==> src/core/fsrd_map.svh <==
// register offsets, field positions and widths for the flash space router
`ifndef FSRD_MAP_SVH
`define FSRD_MAP_SVH
`define FSRD_ADDR_W 16
`define FSRD_CTL_OFS 8'he2
`define FSRD_BIT_PIO 7
`define FSRD_BIT_MAIN_DATA 4
`define FSRD_BIT_SEC_DATA 3
`define FSRD_BIT_MAIN_PROG 2
`define FSRD_BIT_SEC_PROG 1
`define FSRD_ROUTE_MASK 8'h9e
`define FSRD_NV_MASK 8'h1e
`define FSRD_N_MAIN 8
`define FSRD_N_SEC 4
`define FSRD_N_PIO 2
`define FSRD_RESET_NV 8'h0c
`endif

==> src/core/fsrd_pkg.sv <==
// types shared by the flash space router and its bus master
package fsrd_pkg;
  typedef enum logic [1:0] {
    FSRD_CYC_NONE,
    FSRD_CYC_FETCH,
    FSRD_CYC_READ,
    FSRD_CYC_WRITE
  } fsrd_cyc_t;
  typedef enum logic [2:0] {
    FSRD_TGT_NONE,
    FSRD_TGT_MAIN,
    FSRD_TGT_SEC,
    FSRD_TGT_SRAM,
    FSRD_TGT_CTL,
    FSRD_TGT_PIO
  } fsrd_tgt_t;
endpackage

==> src/core/fsrd_bus_if.sv <==
// processor-bus interface between the core master and the space router
`timescale 1ns/1ps
`default_nettype none
interface fsrd_bus_if;
  logic [15:0] addr;
  logic fetch_strobe;
  logic read_strobe;
  logic write_strobe;
  logic [7:0] wdata;
  logic [15:0] rdata;
  logic wide;
  modport device (
    input addr, fetch_strobe, read_strobe, write_strobe, wdata,
    output rdata, wide
  );
  modport core (
    output addr, fetch_strobe, read_strobe, write_strobe, wdata,
    input rdata, wide
  );
endinterface
`default_nettype wire

==> src/core/fsrd_router.sv <==
// flash space router: select priority, strobe gating and routing register
//
// Overview of operation
// - secondary flash beats main flash on overlap
// - sram, control, peripheral selects beat both flashes
// - main flash selects never overlap each other
// - secondary flash selects never overlap each other
// - sram, control, peripheral ranges kept disjoint
// - flash select not larger than its sector
// - strobes gated to each flash separately
// - reset loads routing bits from non-volatile value
// - processor may rewrite routing at run time
// - bits 4,3 open data access to flashes
// - bits 2,1 open fetch access to flashes
// - bit 7 peripheral mode, cleared on reset
// - sram and control answer data cycles only
// - routing register at control offset e2
// - byte program, whole-sector erase only
// - fetch drives 16 bits, others 8 bits
`timescale 1ns/1ps
`default_nettype none
`include "fsrd_map.svh"
module fsrd_router (
  input wire logic clk,
  input wire logic rst,
  fsrd_bus_if.device bus,
  input wire logic [7:0] nv_routing,
  input wire logic [`FSRD_N_MAIN-1:0] main_flash_sector_select,
  input wire logic [`FSRD_N_SEC-1:0] secondary_flash_sector_select,
  input wire logic sram_select,
  input wire logic ctl_select,
  input wire logic [`FSRD_N_PIO-1:0] peripheral_io_select,
  input wire logic [15:0] main_rdata,
  input wire logic [15:0] sec_rdata,
  input wire logic [7:0] sram_rdata,
  input wire logic [7:0] ctl_rdata,
  input wire logic [7:0] pio_rdata,
  output logic [`FSRD_N_MAIN-1:0] main_sel_o,
  output logic [`FSRD_N_SEC-1:0] sec_sel_o,
  output logic main_fetch_o,
  output logic main_rd_o,
  output logic main_wr_o,
  output logic sec_fetch_o,
  output logic sec_rd_o,
  output logic sec_wr_o,
  output logic sram_rd_o,
  output logic sram_wr_o,
  output logic ctl_rd_o,
  output logic ctl_wr_o,
  output logic [`FSRD_N_PIO-1:0] pio_sel_o,
  output logic pio_rd_o,
  output logic pio_wr_o,
  output logic [7:0] wdata_o,
  output logic [15:0] addr_o,
  output logic port_a_periph_io_enable,
  output var fsrd_pkg::fsrd_tgt_t target_o
);
  import fsrd_pkg::*;

  logic [7:0] space_routing_reg_r;
  logic [7:0] space_routing_reg_nxt;
  logic rst_d_r;
  fsrd_tgt_t tgt_r;
  logic wide_r;

  wire data_cyc = bus.read_strobe | bus.write_strobe;
  wire any_main = |main_flash_sector_select;
  wire any_sec = |secondary_flash_sector_select;
  wire any_pio = |peripheral_io_select;
  wire hi_sel = sram_select | ctl_select | any_pio;
  wire sec_win = any_sec & ~hi_sel;
  wire main_win = any_main & ~any_sec & ~hi_sel;
  wire ctl_hit = ctl_select & data_cyc & ~sram_select & ~any_pio;
  // the routing register sits inside the control block window
  wire reg_hit = ctl_hit & (bus.addr[7:0] == `FSRD_CTL_OFS);
  wire main_data_en = space_routing_reg_r[`FSRD_BIT_MAIN_DATA];
  wire sec_data_en = space_routing_reg_r[`FSRD_BIT_SEC_DATA];
  wire main_prog_en = space_routing_reg_r[`FSRD_BIT_MAIN_PROG];
  wire sec_prog_en = space_routing_reg_r[`FSRD_BIT_SEC_PROG];
  wire main_f = main_win & bus.fetch_strobe & main_prog_en;
  wire main_r = main_win & bus.read_strobe & main_data_en;
  wire main_w = main_win & bus.write_strobe & main_data_en;
  wire sec_f = sec_win & bus.fetch_strobe & sec_prog_en;
  wire sec_r = sec_win & bus.read_strobe & sec_data_en;
  wire sec_w = sec_win & bus.write_strobe & sec_data_en;
  wire sram_r = sram_select & bus.read_strobe;
  wire sram_w = sram_select & bus.write_strobe;
  wire pio_r = any_pio & bus.read_strobe & ~sram_select;
  wire pio_w = any_pio & bus.write_strobe & ~sram_select;

  // one target per cycle, highest priority level first
  wire fsrd_tgt_t tgt_now =
    (sram_r | sram_w) ? FSRD_TGT_SRAM :
    ctl_hit ? FSRD_TGT_CTL :
    (pio_r | pio_w) ? FSRD_TGT_PIO :
    (sec_f | sec_r | sec_w) ? FSRD_TGT_SEC :
    (main_f | main_r | main_w) ? FSRD_TGT_MAIN : FSRD_TGT_NONE;

  always_comb begin
    space_routing_reg_nxt = space_routing_reg_r;
    if (rst_d_r) begin
      space_routing_reg_nxt = nv_routing & `FSRD_NV_MASK;
    end else if (reg_hit && bus.write_strobe) begin
      space_routing_reg_nxt = bus.wdata & `FSRD_ROUTE_MASK;
    end
  end

  // strap is caught by a clocked load in the cycle after reset release
  always_ff @(posedge clk) begin
    rst_d_r <= rst;
    if (rst) begin
      space_routing_reg_r <= 8'h00;
    end else begin
      space_routing_reg_r <= space_routing_reg_nxt;
    end
  end

  // registered strobes: a flash programs one byte per write cycle and
  // erase is only a sector command issued through that byte path
  always_ff @(posedge clk) begin
    if (rst) begin
      main_sel_o <= '0;
      sec_sel_o <= '0;
      main_fetch_o <= 1'b0;
      main_rd_o <= 1'b0;
      main_wr_o <= 1'b0;
      sec_fetch_o <= 1'b0;
      sec_rd_o <= 1'b0;
      sec_wr_o <= 1'b0;
      sram_rd_o <= 1'b0;
      sram_wr_o <= 1'b0;
      ctl_rd_o <= 1'b0;
      ctl_wr_o <= 1'b0;
      pio_sel_o <= '0;
      pio_rd_o <= 1'b0;
      pio_wr_o <= 1'b0;
      wdata_o <= 8'h00;
      addr_o <= 16'h0000;
      port_a_periph_io_enable <= 1'b0;
      target_o <= FSRD_TGT_NONE;
    end else begin
      main_sel_o <= main_win ? main_flash_sector_select : '0;
      sec_sel_o <= sec_win ? secondary_flash_sector_select : '0;
      main_fetch_o <= main_f;
      main_rd_o <= main_r;
      main_wr_o <= main_w;
      sec_fetch_o <= sec_f;
      sec_rd_o <= sec_r;
      sec_wr_o <= sec_w;
      sram_rd_o <= sram_r;
      sram_wr_o <= sram_w;
      ctl_rd_o <= ctl_hit & bus.read_strobe & ~reg_hit;
      ctl_wr_o <= ctl_hit & bus.write_strobe & ~reg_hit;
      pio_sel_o <= peripheral_io_select;
      pio_rd_o <= pio_r;
      pio_wr_o <= pio_w;
      wdata_o <= bus.wdata;
      addr_o <= bus.addr;
      port_a_periph_io_enable <= space_routing_reg_r[`FSRD_BIT_PIO];
      target_o <= tgt_now;
    end
  end

  // read path: data stands one cycle after the strobe
  always_ff @(posedge clk) begin
    if (rst) begin
      tgt_r <= FSRD_TGT_NONE;
      wide_r <= 1'b0;
    end else begin
      tgt_r <= reg_hit ? FSRD_TGT_NONE : tgt_now;
      wide_r <= bus.fetch_strobe & (main_f | sec_f);
    end
  end

  logic reg_rd_r;
  always_ff @(posedge clk) begin
    if (rst) begin
      reg_rd_r <= 1'b0;
    end else begin
      reg_rd_r <= reg_hit & bus.read_strobe;
    end
  end

  always_comb begin
    bus.rdata = 16'h0000;
    bus.wide = wide_r;
    if (reg_rd_r) begin
      bus.rdata = {8'h00, space_routing_reg_r};
    end else begin
      case (tgt_r)
        FSRD_TGT_MAIN: bus.rdata = wide_r ? main_rdata : {8'h00, main_rdata[7:0]};
        FSRD_TGT_SEC: bus.rdata = wide_r ? sec_rdata : {8'h00, sec_rdata[7:0]};
        FSRD_TGT_SRAM: bus.rdata = {8'h00, sram_rdata};
        FSRD_TGT_CTL: bus.rdata = {8'h00, ctl_rdata};
        FSRD_TGT_PIO: bus.rdata = {8'h00, pio_rdata};
        default: bus.rdata = 16'h0000;
      endcase
    end
  end
endmodule
`default_nettype wire

==> src/flat_wrapper.sv <==
// flat-port wrapper written by rule: the top's interface ports become plain ports
module fsrd_router_flat import fsrd_pkg::*;
  (clk, rst, nv_routing, main_flash_sector_select, secondary_flash_sector_select, sram_select, ctl_select, peripheral_io_select, main_rdata, sec_rdata, sram_rdata, ctl_rdata, pio_rdata, main_sel_o, sec_sel_o, main_fetch_o, main_rd_o, main_wr_o, sec_fetch_o, sec_rd_o, sec_wr_o, sram_rd_o, sram_wr_o, ctl_rd_o, ctl_wr_o, pio_sel_o, pio_rd_o, pio_wr_o, wdata_o, addr_o, port_a_periph_io_enable, target_o, bus_addr, bus_fetch_strobe, bus_read_strobe, bus_write_strobe, bus_wdata, bus_rdata, bus_wide);
  fsrd_bus_if bus_i ();
  input wire logic clk;
  input wire logic rst;
  input wire logic [7:0] nv_routing;
  input wire logic [`FSRD_N_MAIN-1:0] main_flash_sector_select;
  input wire logic [`FSRD_N_SEC-1:0] secondary_flash_sector_select;
  input wire logic sram_select;
  input wire logic ctl_select;
  input wire logic [`FSRD_N_PIO-1:0] peripheral_io_select;
  input wire logic [15:0] main_rdata;
  input wire logic [15:0] sec_rdata;
  input wire logic [7:0] sram_rdata;
  input wire logic [7:0] ctl_rdata;
  input wire logic [7:0] pio_rdata;
  output logic [`FSRD_N_MAIN-1:0] main_sel_o;
  output logic [`FSRD_N_SEC-1:0] sec_sel_o;
  output logic main_fetch_o;
  output logic main_rd_o;
  output logic main_wr_o;
  output logic sec_fetch_o;
  output logic sec_rd_o;
  output logic sec_wr_o;
  output logic sram_rd_o;
  output logic sram_wr_o;
  output logic ctl_rd_o;
  output logic ctl_wr_o;
  output logic [`FSRD_N_PIO-1:0] pio_sel_o;
  output logic pio_rd_o;
  output logic pio_wr_o;
  output logic [7:0] wdata_o;
  output logic [15:0] addr_o;
  output logic port_a_periph_io_enable;
  output var fsrd_pkg::fsrd_tgt_t target_o;
  input wire logic [$bits(bus_i.addr)-1:0] bus_addr;
  input wire logic [$bits(bus_i.fetch_strobe)-1:0] bus_fetch_strobe;
  input wire logic [$bits(bus_i.read_strobe)-1:0] bus_read_strobe;
  input wire logic [$bits(bus_i.write_strobe)-1:0] bus_write_strobe;
  input wire logic [$bits(bus_i.wdata)-1:0] bus_wdata;
  output wire logic [$bits(bus_i.rdata)-1:0] bus_rdata;
  output wire logic [$bits(bus_i.wide)-1:0] bus_wide;
  assign bus_i.addr = bus_addr;
  assign bus_i.fetch_strobe = bus_fetch_strobe;
  assign bus_i.read_strobe = bus_read_strobe;
  assign bus_i.write_strobe = bus_write_strobe;
  assign bus_i.wdata = bus_wdata;
  assign bus_rdata = bus_i.rdata;
  assign bus_wide = bus_i.wide;
  fsrd_router u_core (.clk(clk), .rst(rst), .bus(bus_i), .nv_routing(nv_routing), .main_flash_sector_select(main_flash_sector_select), .secondary_flash_sector_select(secondary_flash_sector_select), .sram_select(sram_select), .ctl_select(ctl_select), .peripheral_io_select(peripheral_io_select), .main_rdata(main_rdata), .sec_rdata(sec_rdata), .sram_rdata(sram_rdata), .ctl_rdata(ctl_rdata), .pio_rdata(pio_rdata), .main_sel_o(main_sel_o), .sec_sel_o(sec_sel_o), .main_fetch_o(main_fetch_o), .main_rd_o(main_rd_o), .main_wr_o(main_wr_o), .sec_fetch_o(sec_fetch_o), .sec_rd_o(sec_rd_o), .sec_wr_o(sec_wr_o), .sram_rd_o(sram_rd_o), .sram_wr_o(sram_wr_o), .ctl_rd_o(ctl_rd_o), .ctl_wr_o(ctl_wr_o), .pio_sel_o(pio_sel_o), .pio_rd_o(pio_rd_o), .pio_wr_o(pio_wr_o), .wdata_o(wdata_o), .addr_o(addr_o), .port_a_periph_io_enable(port_a_periph_io_enable), .target_o(target_o));
endmodule
==> config.mk <==
export PLATFORM = sky130hd
export DESIGN_NAME = fsrd_router_flat
export DESIGN_NICKNAME = d
export VERILOG_FILES = /design/src/core/fsrd_pkg.sv /design/src/core/fsrd_bus_if.sv /design/src/core/fsrd_router.sv /design/src/flat_wrapper.sv
export VERILOG_INCLUDE_DIRS = /design/src /design/src/core
export SDC_FILE = /design/constraint.sdc
export NUM_CORES = 1
export LEC_CHECK = 0
export ABC_AREA = 1
export BUFFER_PORTS_ARGS = -buffer_cell sky130_fd_sc_hd__buf_2
export CORE_MARGIN = 1
export CORE_UTILIZATION = 35
export DETAILED_ROUTE_END_ITERATION = 12
export HOLD_SLACK_MARGIN = 0.05
export PLACE_DENSITY = 0.71
export SLEW_MARGIN = 10
export SYNTH_ARGS = -nofsm -noshare
export SYNTH_HDL_FRONTEND = slang
export SYNTH_SLANG_ARGS = --single-unit
==> constraint.sdc <==
create_clock -name clk -period 1.7 [get_ports clk]
set_input_delay 0.34 -clock clk [delete_from_list [all_inputs] [get_ports clk]]
set_output_delay 0.34 -clock clk [all_outputs]
set_load 0.05 [all_outputs]
; ---- Yosys cells after proc, flatten, opt, wreduce, memory -nomap -nowiden
; Cells that the tools add are included.
[totals]
register_bits = 65
input_bits = 109
output_inout_bits = 71
wordCells = 99
[classes]
n_eq_ne = 6
mux = 11
n_bitwise = 48
n_reduce_logical = 9
[op_table]
columns = op, count
row1 = $pmux W16 S5, 1
row2 = $mux W16, 3
row3 = $and A1 B1 Y1, 31
row4 = $mux W3, 4
row5 = $mux W5, 2
row6 = $or A1 B1 Y1, 10
row7 = $reduce_or A2 Y1, 5
row8 = $eq A8 B8 Y1 const B, 1
row9 = $reduce_or A8 Y1, 1
row10 = $not A1 Y1, 7
row11 = $eq A3 B2 Y1 const B, 2
row12 = $eq A3 B3 Y1 const B, 2
row13 = $reduce_or A4 Y1, 1
row14 = $eq A3 B1 Y1 const B, 1
row15 = $reduce_bool A2 Y1, 1
row16 = $logic_and A1 B1 Y1, 1
row17 = $mux W1, 1

; ---- Depth between registers and ports, before layout
[logic_depth]
word_depth = 13
depth_mapped = 9
ltp_nobuf = 9

; ---- Worst setup path before layout
; OpenSTA, ideal clock, no wires.
[synth_timing]
path_type = reg-to-output
startpoint = register u_core.wide_r (netlist: u_core.bus.wide)
endpoint = output port bus_rdata[10]
arrival_time_ns = 1.761
required_ns = 1.360
path_slack_ns = -0.401
path_stages_with_launch = 3
n_path_buf = 0
path_cell_list = dfxtp_1 o2111ai_2 a21oi_1
[synth_via]
elab_chain_cells = 3
word_cells_on_any_way = 4
cone_classes = mux: 4
[synth_rtl]
columns = item, line
row1 = start: declaration, fsrd_router.sv:64  ; logic wide_r;
row2 = start signal: assignment, fsrd_router.sv:171  ; wide_r <= bus.fetch_strobe & (main_f | sec_f);
row3 = $mux W16 (on tied branches), "fsrd_router.sv:192, fsrd_router.sv:191"
row4 = $pmux W16 S5 *, fsrd_router.sv:190  ; case (tgt_r)
row5 = $mux W16 *, fsrd_router.sv:187  ; if (reg_rd_r) begin
row6 = end: declaration, flat_wrapper.sv:42  ; output wire logic [$bits(bus_i.rdata)-1:0] bus_rdata;
; Every way passes the cells marked *; elsewhere a longest branch is shown, timed or not.

; ---- Worst setup path in the final report
[layout_timing]
startpoint = register u_core.tgt_r[0]
endpoint = output port bus_rdata[7]
[layout_via]
elab_chain_cells = 3
word_cells_on_any_way = 7
cone_classes = eq/ne: 5 / mux: 2
[layout_rtl]
columns = item, line
row1 = start: declaration, fsrd_router.sv:63  ; fsrd_tgt_t tgt_r;
row2 = start signal: assignment, fsrd_router.sv:170  ; tgt_r <= reg_hit ? FSRD_TGT_NONE : tgt_now;
row3 = "$eq A3 B3 Y1, or another cell as far along", fsrd_router.sv:190
row4 = $pmux W16 S5 *, fsrd_router.sv:190
row5 = $mux W16 *, fsrd_router.sv:187
; Marks and branches as above.

==> flow_metrics.tcl <==
set metrics [dict create \
    placeableCoreArea_mm2 0.00698 \
    antenna_found_initial 0 \
    timing.final.ws_setup_ns -0.218 \
    detailedRoute.firstIterationViolations 53 \
    postSynth.asyncResetShare_pct 0 \
    die_x_um 87.9 \
    grt_max_degree 29 \
    slew_violations 0 \
    critical_path_peak_fanout 8 \
    dieHeight_um 87.9 \
    synth_top_cell_by_area "sky130_fd_sc_hd__dfxtp_1" \
    portBuffers 175 \
    cp_data_arrival_time_ns 1.58 \
    num_vias 2896 \
    status "finished with violations" \
    setup_viol 16 \
    nNetsFinal 659 \
    synthCells 354 \
    post-synth-top-area-fraction_pct 50.3 \
    routed_wire_length_per_instance_um 11.5 \
    ys.warnings.count 0 \
    max_slew.worst_pin.slew_ns 0.333 \
    fraction_of_layout_instances_using_a_drive_strength_above_1_pct 48.8 \
    path_cells "inv_4 > nor3_4 > buf_12 > nand2_1 > nand3_1 > o21ai_1 > o21ai_2 > buf_6" \
    vdd.ir_drop.worst_uv 713 \
    std_cell_rows 30 \
    vias_in_the_first_global_route 2706 \
    routed_wirelength_mm 7.48 \
    die_area_mm2 0.00773 \
    clock_tree_from_tritoncts "built" \
    synthFlopType "sky130_fd_sc_hd__dfxtp_1" \
    cts-buffers-inserted 9 \
    leakage_nw 2.27 \
    critical_path.top_delay_family "flip-flops" \
    clock_tree.buffer_depth 2 \
    violations "negative setup slack" \
    cp_slowest_stage_delay_ns 0.39 \
    grt.total_usage_pct 19.0 \
    startpoint_kind_of_the_worst_setup_timing_path "register" \
    crit_type "register to output pin" \
    power_density_mw_per_mm2 847 \
    max_slew_margin_vs_limit_pct 77.6 \
    design_power_total_mw 3.61 \
    grt_overflow 0 \
    antennaDiodeCount 0 \
    synthTopCellsByArea "sky130_fd_sc_hd__dfxtp_1 50%, sky130_fd_sc_hd__nand2_1 12%, sky130_fd_sc_hd__inv_1 8.9%" \
    setup.worst_path.end_class "output pin" \
    antenna_left 0 \
    grt_setup_unrepaired "true" \
    clkTransAtPathRegs_ns 0.08 \
    ctsHtreeMaxLevel 3 \
    grt_pass1_wl_mm 11.2 \
    area.growth.synth_to_final_pct 64.9 \
    drc 0 \
    mostFrequentLayoutCell "sky130_fd_sc_hd__buf_2" \
    finalHoldViolCount 0 \
    netlist_area_mm2 0.00258 \
    skew_ns 0.00701 \
    cap_viol_max_count 0 \
    ioPinCount 180 \
    number_of_detailed_routing_iterations_run_before_antenna_repair 4 \
    most_frequent_cells_in_the_layout "159 x sky130_fd_sc_hd__buf_2, 61 x sky130_fd_sc_hd__nand2_1, 61 x sky130_fd_sc_hd__dfxtp_1, 59 x sky130_fd_sc_hd__inv_1, 50 x sky130_fd_sc_hd__nor2_1" \
    synth-seq-area-share_pct 50.3 \
    post-route-period-util_pct 113 \
    insertion_delay_ns 0.33 \
    ys_seq_elements 65 \
    cts.sink_count 65 \
    clock-root-buffer "sky130_fd_sc_hd__clkbuf_8" \
    cpMaxStageDelayCell "sky130_fd_sc_hd__dfxtp_4" \
    hpwl_mm 5.87 \
    syn_area_per_cell_um2 7.30 \
    fillCellCount 646 \
    synthDistinctLibCells 24 \
    avgViaCountPerCell 4.45 \
    period_minus_slack_ns 1.92 \
    timing.hold.worst.class "input pin to register" \
    highest_clock_rate_mhz 521 \
    synth_fp_nets 463 \
    critPathRequiredTime_ns 1.36 \
    dpl_worst_slack_ns -0.0741 \
    count_of_flip_flops_with_a_built_in_enable_after_synthesis 0 \
    gp_congestion 0.815 \
    critical_path.n_buffers_inverters 3 \
    initial_core_util_pct 37.0 \
]
## per-layer routing
layer	up-vias	part of all wire (%)	track usage (%)
met2	124	52	36.2
met1	1283	38	18.9
li1	1485	-	-
met5	-	0	0
met4	0	0.64	8.05
met3	4	9.6	5.84
## worst min-delay path, stage by stage
cell                     delay, ns
sky130_fd_sc_hd__buf_2        0.07
sky130_fd_sc_hd__inv_1        0.03
sky130_fd_sc_hd__nor2_1       0.06
## power by group
group,internal [mW],leakage [nW],switching [mW]
sequential,1.57,0.536,0.0260
clock,0.682,0.0929,0.586
combinational,0.264,1.64,0.477
## cell type report
class	count	area (um^2)	share of cell area, %
multi-input combinational	219	1220	28.7
timing repair buffer	193	1170	27.4
inverter	62	240	5.64
tap	96	120	2.82
sequential	65	1310	30.8
clock inverter	6	67.6	1.59
clock buffer	10	128	2.99
## timing repair
item | in CTS | in global routing
pin swaps | 16 | 5
setup buffers | 3 | 0
gates resized for setup | 64 | 18
hold buffers | 0 | 0
endpoints found under the setup margin | 16 | 16
gates cloned | 1 | 0
## final timing paths
check,from,end,slack (ns),cells after the start
worst max-delay path,u_core.tgt_r[0],bus_rdata[7],-0.22,8
worst min-delay path,bus_addr[11],u_core.addr_o[11],0.20,3
worst max register to register,u_core.space_routing_reg_r[4],u_core.tgt_r[0],0.64,6
worst min register to register,u_core.space_routing_reg_r[7],u_core.port_a_periph_io_enable,0.49,2
## state kept, by name, indices dropped and copies added, names as in the netlist, 2 cells and up
signal / flops
u_core.pio_sel_o: 2
u_core.wdata_o: 8
u_core.space_routing_reg_r: 5
u_core.main_sel_o: 8
u_core.sec_sel_o: 4
u_core.target_o: 3
u_core.tgt_r: 3
u_core.addr_o: 16
## cells in the mapped netlist (3+ instances only)
master and instances:
sky130_fd_sc_hd__clkbuf_1 6, sky130_fd_sc_hd__inv_1 61, sky130_fd_sc_hd__nand2_1 82, sky130_fd_sc_hd__nor3_1 4, sky130_fd_sc_hd__nand4_1 5, sky130_fd_sc_hd__nor4_1 5, sky130_fd_sc_hd__o21ai_0 14, sky130_fd_sc_hd__nand3_1 14
sky130_fd_sc_hd__nand2_2 6, sky130_fd_sc_hd__o21ai_1 4, sky130_fd_sc_hd__nor2_1 53, sky130_fd_sc_hd__nor2_2 3, sky130_fd_sc_hd__dfxtp_1 65, sky130_fd_sc_hd__a21oi_1 20
## stage by stage
stage / TNS, ns / hold slack (ns) / utilization (%) / cells / cell area, um^2
2_1_floorplan: -0.470 / 0.368 / - / 354 / 2700
3_5_place_dp: -0.330 / 0.478 / 54.3 / 632 / 3790
6_report: -2.96 / 0.202 / 61.0 / 651 / 4260
4_1_cts: -3.55 / 0.186 / 60.6 / 652 / 4230
5_1_grt: -4.30 / 0.191 / 61.0 / 651 / 4260
3_3_place_gp: -0.0950 / 0.474 / 54.3 / 632 / 3790
## cells by family (layout without fill, tap and decap cells)
kind of cell / count (synthesis) / in the layout / share of synthesized area [%]
simple gates: 178 / 178 / 30.5
buf+inv: 70 / 271 / 10.6
flops: 65 / 65 / 50.3
compound gates: 41 / 41 / 8.52
Power figures use the tool's default switching activity.
